$ cat config.mk
export PLATFORM = sky130hd
export DESIGN_NAME = sps_top
export DESIGN_NICKNAME = d
export VERILOG_FILES = /design/src/include/sps_pkg.sv /design/src/design/sps_sync3.sv /design/src/design/sps_top.sv
export SDC_FILE = /design/constraint.sdc
export NUM_CORES = 1
export LEC_CHECK = 0
export ABC_CLOCK_PERIOD_IN_PS = 2800
export CAP_MARGIN = 30
export CORE_UTILIZATION = 40
export CTS_BUF_LIST = sky130_fd_sc_hd__clkbuf_4
export DETAILED_ROUTE_END_ITERATION = 12
export DONT_BUFFER_PORTS = 1
export PLACE_DENSITY_LB_ADDON = 0.25
export SLEW_MARGIN = 40
export SYNTH_ARGS = -nofsm -noshare
export SYNTH_HDL_FRONTEND = slang
export SYNTH_SLANG_ARGS = --single-unit
$ cat constraint.sdc
create_clock -name ref_clk -period 2.8 [get_ports ref_clk]
set_input_delay 0.14 -clock ref_clk [delete_from_list [all_inputs] [get_ports ref_clk]]
set_output_delay 0.14 -clock ref_clk [all_outputs]
set_load 0.01 [all_outputs]
$ cat src/include/sps_pkg.sv
// package: constants shared by the stepper phase sequencer files
package sps_pkg;
   // ****************************************************
   // register map (byte addresses)
   // ****************************************************
   localparam logic [7:0] SPS_CTRL_ADDR = 8'h00;
   localparam logic [7:0] SPS_STATUS_ADDR = 8'h04;
   localparam logic [7:0] SPS_INT_STAT_ADDR = 8'h08;
   localparam logic [7:0] SPS_INT_CLR_ADDR = 8'h0c;
   localparam logic [7:0] SPS_INT_EN_ADDR = 8'h10;

   // ****************************************************
   // field positions and reset values
   // ****************************************************
   localparam int SPS_CTRL_BRIDGE_EN_BIT = 0;
   localparam logic [0:0] SPS_CTRL_RST = 1'h1;
   localparam int SPS_STAT_STATE_LSB = 0;
   localparam int SPS_STAT_ENLINE_BIT = 4;
   localparam int SPS_STAT_OC_BIT = 5;
   localparam int SPS_STAT_OT_BIT = 6;
   localparam int SPS_STAT_HALF_BIT = 7;
   localparam int SPS_STAT_CW_BIT = 8;
   localparam int SPS_EVT_STEP = 0;
   localparam int SPS_EVT_OC = 1;
   localparam int SPS_EVT_OT = 2;
   localparam int SPS_EVT_DISABLED = 3;
   localparam int SPS_NUM_EVT = 4;
   localparam logic [3:0] SPS_INT_EN_RST = 4'h0;

   // ****************************************************
   // sequencer state and drive table
   // ****************************************************
   localparam logic [3:0] SPS_STATE_RST = 4'h1;
   localparam logic [3:0] SPS_STATE_MAX = 4'h8;
   // per state (index = state-1), 4 bits {enA, phA, enB, phB}
   localparam logic [31:0] SPS_DRIVE_TBL = 32'hce2a8b3f;

   // ****************************************************
   // thermal trip point and hysteresis, degrees C
   // ****************************************************
   localparam logic [7:0] SPS_OT_TRIP_C = 8'ha5;
   localparam logic [7:0] SPS_OT_HYST_C = 8'h0f;
   localparam logic [7:0] SPS_OT_RELEASE_C = SPS_OT_TRIP_C - SPS_OT_HYST_C;

   // ****************************************************
   // axi responses
   // ****************************************************
   localparam logic [1:0] SPS_RESP_OKAY = 2'h0;
   localparam logic [1:0] SPS_RESP_SLVERR = 2'h2;
endpackage

$ cat src/design/sps_sync3.sv
// module: three-stage pin synchroniser with agreement filter
`timescale 1ns/1ps
`default_nettype none
module sps_sync3 #(
   parameter int WIDTH = 1,
   parameter logic [WIDTH-1:0] INIT = '0
) (
   // clock and reset
   input wire logic ref_clk,
   input wire logic rst_n,
   // pins in, filtered levels out
   input wire logic [WIDTH-1:0] pinIn,
   output logic [WIDTH-1:0] level
);
   logic [WIDTH-1:0] s1_q;
   logic [WIDTH-1:0] s2_q;
   logic [WIDTH-1:0] s3_q;
   logic [WIDTH-1:0] lvl_q;

   // ****************************************************
   // stages; a bit changes once stages two and three agree
   // ****************************************************
   always_ff @(posedge ref_clk) begin
      if (!rst_n) begin
         s1_q <= INIT;
         s2_q <= INIT;
         s3_q <= INIT;
         lvl_q <= INIT;
      end else begin
         s1_q <= pinIn;
         s2_q <= s1_q;
         s3_q <= s2_q;
         lvl_q <= (s2_q & s3_q) | (lvl_q & (s2_q | s3_q));
      end
   end

   assign level = lvl_q;
endmodule
`default_nettype wire

$ cat src/design/sps_top.sv
// module: stepper phase sequencer with protection and axi4-lite registers
// Operation
// - bridge phase and enable outputs are decoded from the current state
// - state moves only on a step clock rising edge or a reset, direction chooses sense
// - sense high counts states up, low counts down, wrapping 8 and 1
// - power-up reset and the reset pin both force state 1
// - half step: one state per edge, up 1..8 or down 1,8,7..2
// - normal drive energises both phases, wave drive only one
// - full step from odd state: 1,3,5,7 up or 1,7,5,3 down
// - full step from even state: 2,4,6,8 up or 8,6,4,2 down
// - reset, one half-step edge, then full step gives wave from 2 or 8
// - any high side comparator at threshold raises an overcurrent fault
// - overcurrent pulls the shared enable line low through open drain
// - over-temperature switches bridges off until it cools by hysteresis
//
// The address map and the AXI4-Lite register port were chosen for this implementation.
`timescale 1ns/1ps
`default_nettype none
module sps_top
   import sps_pkg::*;
#(
   parameter int NUM_HS = 4
) (
   // clock and reset
   input wire logic ref_clk,
   input wire logic rst_n,
   // host pins
   input wire logic stepClk,
   input wire logic halfFull,
   input wire logic rotation_sense_select,
   input wire logic seqReset_n,
   // overcurrent comparators and die temperature
   input wire logic [NUM_HS-1:0] overcurrent_detector,
   input wire logic [7:0] dieTempC,
   // shared enable line, open drain
   input wire logic enLineIn,
   output logic enLineOut,
   output logic enLineOe_n,
   // bridge controls
   output logic phaseA,
   output logic enableA,
   output logic phaseB,
   output logic enableB,
   // axi4-lite slave
   input wire logic [7:0] s_axi_awaddr,
   input wire logic s_axi_awvalid,
   output logic s_axi_awready,
   input wire logic [31:0] s_axi_wdata,
   input wire logic [3:0] s_axi_wstrb,
   input wire logic s_axi_wvalid,
   output logic s_axi_wready,
   output logic [1:0] s_axi_bresp,
   output logic s_axi_bvalid,
   input wire logic s_axi_bready,
   input wire logic [7:0] s_axi_araddr,
   input wire logic s_axi_arvalid,
   output logic s_axi_arready,
   output logic [31:0] s_axi_rdata,
   output logic [1:0] s_axi_rresp,
   output logic s_axi_rvalid,
   input wire logic s_axi_rready,
   // interrupt
   output logic irq
);
   // ****************************************************
   // pin synchronisers
   // ****************************************************
   logic [NUM_HS+4:0] pinVec;
   logic [NUM_HS+4:0] pinLvl;
   logic stepLvl, halfLvl, cwLvl, seqRstLvl_n, enLvl;
   logic [NUM_HS-1:0] ocLvl;

   assign pinVec = {overcurrent_detector, enLineIn, seqReset_n,
                    rotation_sense_select, halfFull, stepClk};

   sps_sync3 #(
      .WIDTH(NUM_HS + 5),
      .INIT({{NUM_HS{1'b0}}, 5'h1c})
   ) u_sync (
      .ref_clk(ref_clk),
      .rst_n(rst_n),
      .pinIn(pinVec),
      .level(pinLvl)
   );

   assign stepLvl = pinLvl[0];
   assign halfLvl = pinLvl[1];
   assign cwLvl = pinLvl[2];
   assign seqRstLvl_n = pinLvl[3];
   assign enLvl = pinLvl[4];
   assign ocLvl = pinLvl[NUM_HS+4:5];

   // ****************************************************
   // step clock edge and next state
   // ****************************************************
   logic stepPrev_q;
   logic stepRise;
   logic [3:0] state_q;
   logic [2:0] idx;
   logic [2:0] idxNext;
   logic [2:0] stride;

   always_ff @(posedge ref_clk) begin
      if (!rst_n) begin
         stepPrev_q <= 1'b0;
      end else begin
         stepPrev_q <= stepLvl;
      end
   end

   assign stepRise = stepLvl & ~stepPrev_q;
   assign idx = 3'(state_q - 4'h1);
   assign stride = halfLvl ? 3'h1 : 3'h2;
   assign idxNext = cwLvl ? idx + stride : idx - stride;

   always_ff @(posedge ref_clk) begin
      if (!rst_n || !seqRstLvl_n) begin
         state_q <= SPS_STATE_RST;
      end else if (stepRise) begin
         state_q <= {1'b0, idxNext} + 4'h1;
      end
   end

   // ****************************************************
   // overcurrent: pull line low until the fault is gone and the line is seen low
   // ****************************************************
   logic ocFault;
   logic pull_q;

   assign ocFault = |ocLvl;

   always_ff @(posedge ref_clk) begin
      if (!rst_n) begin
         pull_q <= 1'b0;
      end else if (ocFault) begin
         pull_q <= 1'b1;
      end else if (!enLvl) begin
         pull_q <= 1'b0;
      end
   end

   assign enLineOut = 1'b0;
   assign enLineOe_n = ~pull_q;

   // ****************************************************
   // thermal trip with hysteresis
   // ****************************************************
   logic ot_q;

   always_ff @(posedge ref_clk) begin
      if (!rst_n) begin
         ot_q <= 1'b0;
      end else if (dieTempC >= SPS_OT_TRIP_C) begin
         ot_q <= 1'b1;
      end else if (dieTempC <= SPS_OT_RELEASE_C) begin
         ot_q <= 1'b0;
      end
   end

   // ****************************************************
   // bridge drive decode
   // ****************************************************
   logic bridgeEn_q;
   logic [3:0] drv;
   logic bridgeOn;

   assign drv = SPS_DRIVE_TBL[{idx, 2'b00} +: 4];
   assign bridgeOn = enLvl & ~ot_q & bridgeEn_q;

   always_ff @(posedge ref_clk) begin
      if (!rst_n) begin
         enableA <= 1'b0;
         phaseA <= 1'b0;
         enableB <= 1'b0;
         phaseB <= 1'b0;
      end else begin
         enableA <= drv[3] & bridgeOn;
         phaseA <= drv[2];
         enableB <= drv[1] & bridgeOn;
         phaseB <= drv[0];
      end
   end

   // ****************************************************
   // interrupt events
   // ****************************************************
   logic [SPS_NUM_EVT-1:0] evt;
   logic [SPS_NUM_EVT-1:0] intStat_q;
   logic [SPS_NUM_EVT-1:0] intEn_q;
   logic [SPS_NUM_EVT-1:0] intClr;
   logic enPrev_q, otPrev_q, ocPrev_q;

   always_ff @(posedge ref_clk) begin
      if (!rst_n) begin
         enPrev_q <= 1'b1;
         otPrev_q <= 1'b0;
         ocPrev_q <= 1'b0;
      end else begin
         enPrev_q <= enLvl;
         otPrev_q <= ot_q;
         ocPrev_q <= ocFault;
      end
   end

   always_comb begin
      evt = '0;
      evt[SPS_EVT_STEP] = stepRise;
      evt[SPS_EVT_OC] = ocFault & ~ocPrev_q;
      evt[SPS_EVT_OT] = ot_q & ~otPrev_q;
      evt[SPS_EVT_DISABLED] = enPrev_q & ~enLvl;
   end

   // set wins over a clear in the same cycle
   always_ff @(posedge ref_clk) begin
      if (!rst_n) begin
         intStat_q <= '0;
      end else begin
         intStat_q <= (intStat_q & ~intClr) | evt;
      end
   end

   always_ff @(posedge ref_clk) begin
      if (!rst_n) begin
         irq <= 1'b0;
      end else begin
         irq <= |(intStat_q & intEn_q);
      end
   end

   // ****************************************************
   // axi4-lite write channel
   // ****************************************************
   logic wrTake;
   logic wrOk;

   assign wrTake = s_axi_awvalid & s_axi_wvalid & ~s_axi_bvalid;
   assign s_axi_awready = wrTake;
   assign s_axi_wready = wrTake;
   assign wrOk = (s_axi_awaddr == SPS_CTRL_ADDR)
              || (s_axi_awaddr == SPS_INT_CLR_ADDR)
              || (s_axi_awaddr == SPS_INT_EN_ADDR);
   assign intClr = (wrTake && s_axi_awaddr == SPS_INT_CLR_ADDR
                    && s_axi_wstrb[0]) ? s_axi_wdata[SPS_NUM_EVT-1:0] : '0;

   always_ff @(posedge ref_clk) begin
      if (!rst_n) begin
         s_axi_bvalid <= 1'b0;
         s_axi_bresp <= SPS_RESP_OKAY;
      end else if (wrTake) begin
         s_axi_bvalid <= 1'b1;
         s_axi_bresp <= wrOk ? SPS_RESP_OKAY : SPS_RESP_SLVERR;
      end else if (s_axi_bready) begin
         s_axi_bvalid <= 1'b0;
      end
   end

   always_ff @(posedge ref_clk) begin
      if (!rst_n) begin
         bridgeEn_q <= SPS_CTRL_RST;
         intEn_q <= SPS_INT_EN_RST;
      end else if (wrTake && s_axi_wstrb[0]) begin
         if (s_axi_awaddr == SPS_CTRL_ADDR) begin
            bridgeEn_q <= s_axi_wdata[SPS_CTRL_BRIDGE_EN_BIT];
         end
         if (s_axi_awaddr == SPS_INT_EN_ADDR) begin
            intEn_q <= s_axi_wdata[SPS_NUM_EVT-1:0];
         end
      end
   end

   // ****************************************************
   // axi4-lite read channel
   // ****************************************************
   logic [31:0] rdMux;
   logic rdOk;

   assign s_axi_arready = ~s_axi_rvalid;

   always_comb begin
      rdMux = '0;
      rdOk = 1'b1;
      case (s_axi_araddr)
         SPS_CTRL_ADDR: begin
            rdMux[SPS_CTRL_BRIDGE_EN_BIT] = bridgeEn_q;
         end
         SPS_STATUS_ADDR: begin
            rdMux[SPS_STAT_STATE_LSB +: 4] = state_q;
            rdMux[SPS_STAT_ENLINE_BIT] = enLvl;
            rdMux[SPS_STAT_OC_BIT] = ocFault;
            rdMux[SPS_STAT_OT_BIT] = ot_q;
            rdMux[SPS_STAT_HALF_BIT] = halfLvl;
            rdMux[SPS_STAT_CW_BIT] = cwLvl;
         end
         SPS_INT_STAT_ADDR: begin
            rdMux[SPS_NUM_EVT-1:0] = intStat_q;
         end
         SPS_INT_CLR_ADDR: begin
            rdMux = '0;
         end
         SPS_INT_EN_ADDR: begin
            rdMux[SPS_NUM_EVT-1:0] = intEn_q;
         end
         default: begin
            rdOk = 1'b0;
         end
      endcase
   end

   always_ff @(posedge ref_clk) begin
      if (!rst_n) begin
         s_axi_rvalid <= 1'b0;
         s_axi_rdata <= '0;
         s_axi_rresp <= SPS_RESP_OKAY;
      end else if (s_axi_arvalid && !s_axi_rvalid) begin
         s_axi_rvalid <= 1'b1;
         s_axi_rdata <= rdMux;
         s_axi_rresp <= rdOk ? SPS_RESP_OKAY : SPS_RESP_SLVERR;
      end else if (s_axi_rready) begin
         s_axi_rvalid <= 1'b0;
      end
   end
endmodule
`default_nettype wire

==> results.yml, run 1 <==
outcome:
  run_status: "finished, final reports clean"
routing:
  ant_nets: 0
  via_count: 2133
  wl_per_cell_microns: 12.2
  viasPerCell: 4.76
  drtIter0Drc: 73
  drc: 0
  routed_wl_microns: 5460
  drtPass1Iterations: 4
synthesis:
  synthFlopType: "dfxtp_1"
  synth-async-reset-ratio: 0
  synthTopCellsByArea: "dfxtp_1 49%, buf_4 6.8%, and2_1 4.6%"
  synth_commonest_cells: "73 x dfxtp_1, 27 x buf_4, 27 x nand2_1"
  yosysWarnings: 0
  synth_seq_area_share: 0.489
  synthCells: 317
  synth_cell_types: 45
  synthesis.area_sq_um: 2990
  ys_seq_elements: 73
  synthMostInstantiatedCell: "dfxtp_1"
  synth_top_area_frac: 0.489
  synth_edf_count: 0
  avgSynthCellArea_sq_um: 9.42
  yosys.area.top_type: "dfxtp_1"
timing:
  period_share: 0.760
  fin_skew_ns: 0.0156
  tns_ns: 0
  relSlewSlack: 0.498
  fin_crit_ns: 2.13
  setup_violations: 0
  max_freq_mhz: 470
  rsz0062_at_grt: "no"
  worstMarginPinSlew_ns: 0.747
  finalMaxSlewViolations: 0
  hold_viol_final: 0
floorplan:
  dieArea_sq_um: 7820
  io_pins: 124
  die_x_microns: 88.4
  fp.dieH_microns: 88.4
  initial_core_util: 0.412
  core_sq_um: 7250
  rows: 31
clock_tree:
  cts-root-buf: "clkbuf_4"
  clkLatencyLatePin_ns: 0.41
  cts_buffers: 9
  cts_num_sinks: 73
  clk_path_buf_depth: 2
  clk_pin_slew_ns: 0.11
  cts_resized: 0
  cts_tree: "done"
  htree_levels: 3
global_routing:
  grt_max_degree: 79
  antenna_found_initial: 0
  grt_pass1_wl_microns: 9020
  grt_pass1_vias: 1989
  grt_util_all_layers: 0.152
  gr-total-overflow: 0
cells_and_area:
  multi_input_area_sq_um: 1340
  nFillCells: 731
  drive_gt1_frac: 0.0688
  antenna_cells: 0
  area_growth_syn_to_layout_pct: 14.5
  seq_area_sq_um: 1460
  final_nets: 427
  post-route-util: 0.472
place:
  hpwl_microns: 3670
  finalWeightedCongestion: 0.736
  portBuffers: 0
power:
  internal_power_uw: 1490
  p_comb_frac: 0.066
  vdd_drop_max_v: 0.000408
  pwr-share-seq: 0.559
  clkPwrFrac: 0.374
  switchingPower_uw: 449
  sw_frac_of_total: 0.231
  power.density_nw_per_um2: 567
  leakage_uw: 0.00130
worst_setup_path:
  critPathKind: "register to register"
  cp-start-kind: "register"
  critPathMaxFanout: 6
  worstPathCellList: "and3b_1 -> nand2_1 -> or4b_1 -> nand3_1 -> dlygate4sd3_1"
  crit_family: "simple AND/OR/NAND/NOR gates"
  required_ns: 3.15
  critPathBufInv: 1
  crit_slowest_cell: "dlygate4sd3_1"
  end_kind: "register"
  slowest_delay_ns: 0.54
  cp.arrival_ns: 2.48
flow_run:
  drv_cap: 0
hold_path:
  hp-class: "input port to register"
state kept, by name, summed over array words and instances (netlist names), 4 cells and up:
register and cells:
u_sync.s1_q 9, u_sync.s3_q 9, intEn_q 4, u_sync.s2_q 9
intStat_q 4, u_sync.level 9, state_q 4, s_axi_rdata 9
logic make-up after synthesis:
family                   Yosys count  share of synthesized area
AND/OR/NAND/NOR                  114                      0.212
flip-flops                        73                      0.489
AO/OA/AOI/OAI                     67                      0.146
buffers and inverters             47                     0.0938
adder cells (fa/ha/maj)            7                     0.0318
multiplexers                       5                     0.0168
XOR/XNOR                           3                    0.00880
other                              1                    0.00126
power groups by stage:
stage | Clock (uW) | Sequential, uW | Combinational, uW
global placement | 0 | 1110 | 77.7
finish | 726 | 1080 | 128
CTS | 757 | 1080 | 130
global route | 809 | 1090 | 147
detailed placement | 0 | 1110 | 79.2
floorplan | 0 | 1100 | 111
through the flow:
stage	power, uW	setup slack (ns)	cell area (sq um)	hold slack, ns	cells
6_report	1940	0.671	3420	0.0160	448
5_1_grt	2040	0.531	3420	0.0148	448
4_1_cts	1970	0.664	3420	0.00378	448
3_5_place_dp	1190	0.722	2960	0.222	404
3_3_place_gp	1190	0.803	2960	0.219	404
2_1_floorplan	1210	0.904	3080	0.241	342
path summary, 6_finish.rpt:
path | end | depth (start not counted) | start | slack, ns
setup / recovery | bridgeEn_q | 5 | s_axi_bvalid | 0.67
hold / removal | s_axi_bresp[1] | 3 | s_axi_awaddr[3] | 0.02
setup reg to reg | bridgeEn_q | 5 | s_axi_bvalid | 0.67
hold reg to reg | u_sync.s2_q[4] | 1 | u_sync.s1_q[4] | 0.42
cell usage in the layout, fill, tap and decap left out, drive strengths merged, types with 2 or more instances in the layout:
cell         instances
bufinv               2
xnor2                3
nand2               27
inv                 11
and2                22
nor2                12
clkbuf               9
nand4b               2
dfxtp               73
conb                26
and2b                2
a21oi               13
mux2i                5
a2bb2oi              3
o21ai               23
nand2b              12
o31ai                2
a22oi                5
nand3               16
o211a                5
a21boi               8
a31oi                3
nor2b               10
dlygate4sd3         27
nor3                 4
ha                   6
clkinv               3
area by class of cell:
type | instances | area share
clock inverters | 7 | 0.0274
flip-flops and latches | 73 | 0.427
multi-input cells | 222 | 0.391
inverters | 10 | 0.0110
well taps | 99 | 0.0362
repair buffers | 28 | 0.0871
clock buffers | 9 | 0.0198
metal layers:
layer | track usage | routed length (microns) | up-vias
met2 | 0.243 | 2490 | 69
met4 | 0.0704 | 78 | 0
met1 | 0.189 | 2490 | 976
met5 | 0 | 0 | -
li1 | - | - | 1078
met3 | 0.0438 | 390 | 10
worst reg2reg max path, delay by kind of cell, from the launching register on:
family	cells	cell delay, ns
simple gates	4	1.17
buf+inv	1	0.54
flops	1	0.37
what timing repair did:
item,in CTS,in global routing
setup buffers,0,0
hold endpoints to repair,73,0
hold buffers,28,0
Note: power is estimated with default switching activity, not from simulation.
==> inputs of run 2 (changes only) <==
- ABC_CLOCK_PERIOD_IN_PS: 2800 -> 2000
- clock period: 2.8 -> 2 ns (I/O delays scaled with it)
==> run 2 against run 1 <==
Clock power increased by 24%. Critical endpoint is now state_q[2]. Power is 35% higher. First-iteration DRC count fell by 37%. Core utilization rose by 1.3 points. Clock-buffer cell count stayed put. Clock skew is 0.0018 ns lower. Worst hold slack better by 0.013 ns. Critical path type unchanged. Combinational power up 52%. Global-route usage is 0.72 points higher. Die area stayed put. Routed wire length increased by 3.6%.
==> results.yml, run 2 (synthesis results as in run 1) <==
outcome:
  run_status: "finished, final reports clean"
place:
  hpwl_microns: 3750
  post-place-ws_ns: 0.00289
  finalWeightedCongestion: 0.769
  portBuffers: 0
timing:
  relSlewSlack: 0.610
  setup_violations: 0
  tns_ns: 0
  fin_crit_ns: 1.85
  finalMaxSlewViolations: 0
  hold_viol_final: 0
  max_freq_mhz: 539
  rsz0062_at_grt: "no"
  worstMarginPinSlew_ns: 0.581
  period_share: 0.927
  hold_slack_ns: 0.0293
  fin_skew_ns: 0.0137
  setup_ws_ns: 0.146
worst_setup_path:
  critPathKind: "register to register"
  cp.arrival_ns: 2.19
  cp-start-kind: "register"
  required_ns: 2.33
  cpMostUsedCell: "xnor2_1"
  critPathBufInv: 1
  worstPathCellList: "inv_1 -> ha_4 -> fa_1 -> xnor2_1 -> xnor2_1 -> xnor2_1 -> a211oi_1"
  slowest_delay_ns: 0.43
  end_kind: "register"
  crit_family: "adder cells"
  crit_slowest_cell: "fa_1"
  critPathMaxFanout: 2
power:
  leakage_uw: 0.00136
  pwr-share-seq: 0.582
  power.density_nw_per_um2: 742
  clkPwrFrac: 0.344
  p_comb_frac: 0.074
  internal_power_uw: 1970
  p_total_uw: 2610
  vdd_drop_max_v: 0.000472
  switchingPower_uw: 642
  sw_frac_of_total: 0.246
clock_tree:
  clkLatencyLatePin_ns: 0.42
  clk_path_buf_depth: 2
  cts_num_sinks: 73
  htree_levels: 3
  cts_buffers: 9
  cts-root-buf: "clkbuf_4"
  cts_tree: "done"
  clk_pin_slew_ns: 0.11
floorplan:
  rows: 31
  initial_core_util: 0.412
  core_sq_um: 7250
  dieArea_sq_um: 7820
  io_pins: 124
  die_x_microns: 88.4
  fp.dieH_microns: 88.4
flow_run:
  drv_cap: 0
global_routing:
  grt_pass1_vias: 2096
  grt_pass1_wl_microns: 9290
  antenna_found_initial: 0
  grt_util_all_layers: 0.159
  grt_max_degree: 79
  gr-total-overflow: 0
cells_and_area:
  area_growth_syn_to_layout_pct: 17.8
  final_cell_mix: "72 x dfxtp_1, 34 x dlygate4sd3_1, 27 x nand2_1, 26 x conb_1, 22 x and2_1"
  drive_gt1_frac: 0.0914
  antenna_cells: 0
  final_nets: 439
  post-route-util: 0.485
  final_common_cell: "dfxtp_1"
routing:
  via_count: 2195
  viasPerCell: 4.77
  drtIter0Drc: 46
  ant_nets: 0
  drc: 0
  wl_per_cell_microns: 12.3
  drtPass1Iterations: 4
  routed_wl_microns: 5650
hold_path:
  hp-class: "input port to register"
run 2: power by group through the flow:
stage               registers (uW)  clock network [uW]  logic (uW)
floorplan                     1540                   0         155
CTS                           1520                 937         194
finish                        1520                 897         194
detailed placement            1550                   0         114
global route                  1520                1010         219
global placement              1550                   0         112
run 2: routing by layer:
layer / wire [microns] / track usage / share of wire / up-vias
met5: 0 / 0 / 0 / -
met4: 61 / 0.0528 / 0.011 / 0
met3: 367 / 0.0690 / 0.065 / 8
met2: 2690 / 0.271 / 0.48 / 68
met1: 2540 / 0.177 / 0.45 / 1021
li1: - / - / - / 1098
run 2: final timing paths:
| check | cells after the start | endpoint | slack, ns | start |
|---|---|---|---|---|
| max | 7 | state_q[2] | 0.15 | state_q[1] |
| min | 4 | s_axi_rdata[1] | 0.03 | s_axi_araddr[6] |
| max reg2reg | 7 | state_q[2] | 0.15 | state_q[1] |
| min reg2reg | 1 | u_sync.s2_q[3] | 0.42 | u_sync.s1_q[3] |
run 2: area by class of cell:
cell class | count | area, sq um
Clock inverter | 7 | 70.1
Timing Repair Buffer | 40 | 405
Clock buffer | 9 | 67.6
Tap cell | 99 | 124
Fill cell | 705 | 3730
Multi-Input combinational cell | 222 | 1350
Sequential cell | 73 | 1460
Inverter | 10 | 37.5
run 2: repair_timing:
item | in CTS | in global routing
gates resized for setup | 1 | 2
setup endpoints to repair | 1 | 3
endpoints found under the hold margin | 73 | 0
hold buffers | 36 | 0
pin swaps | 1 | 2
setup buffers | 0 | 1
run 2: worst min-delay path, stage by stage:
cell and delay, ns:
or4_4 0.10, nor2_4 0.03, nand3_2 0.10, a21oi_1 0.07
run 2: per-stage QoR:
step,area (sq um),std cells
5_1_grt,3520,460
6_report,3520,460
3_3_place_gp,2990,408
2_1_floorplan,3080,342
4_1_cts,3520,460
3_5_place_dp,2990,408
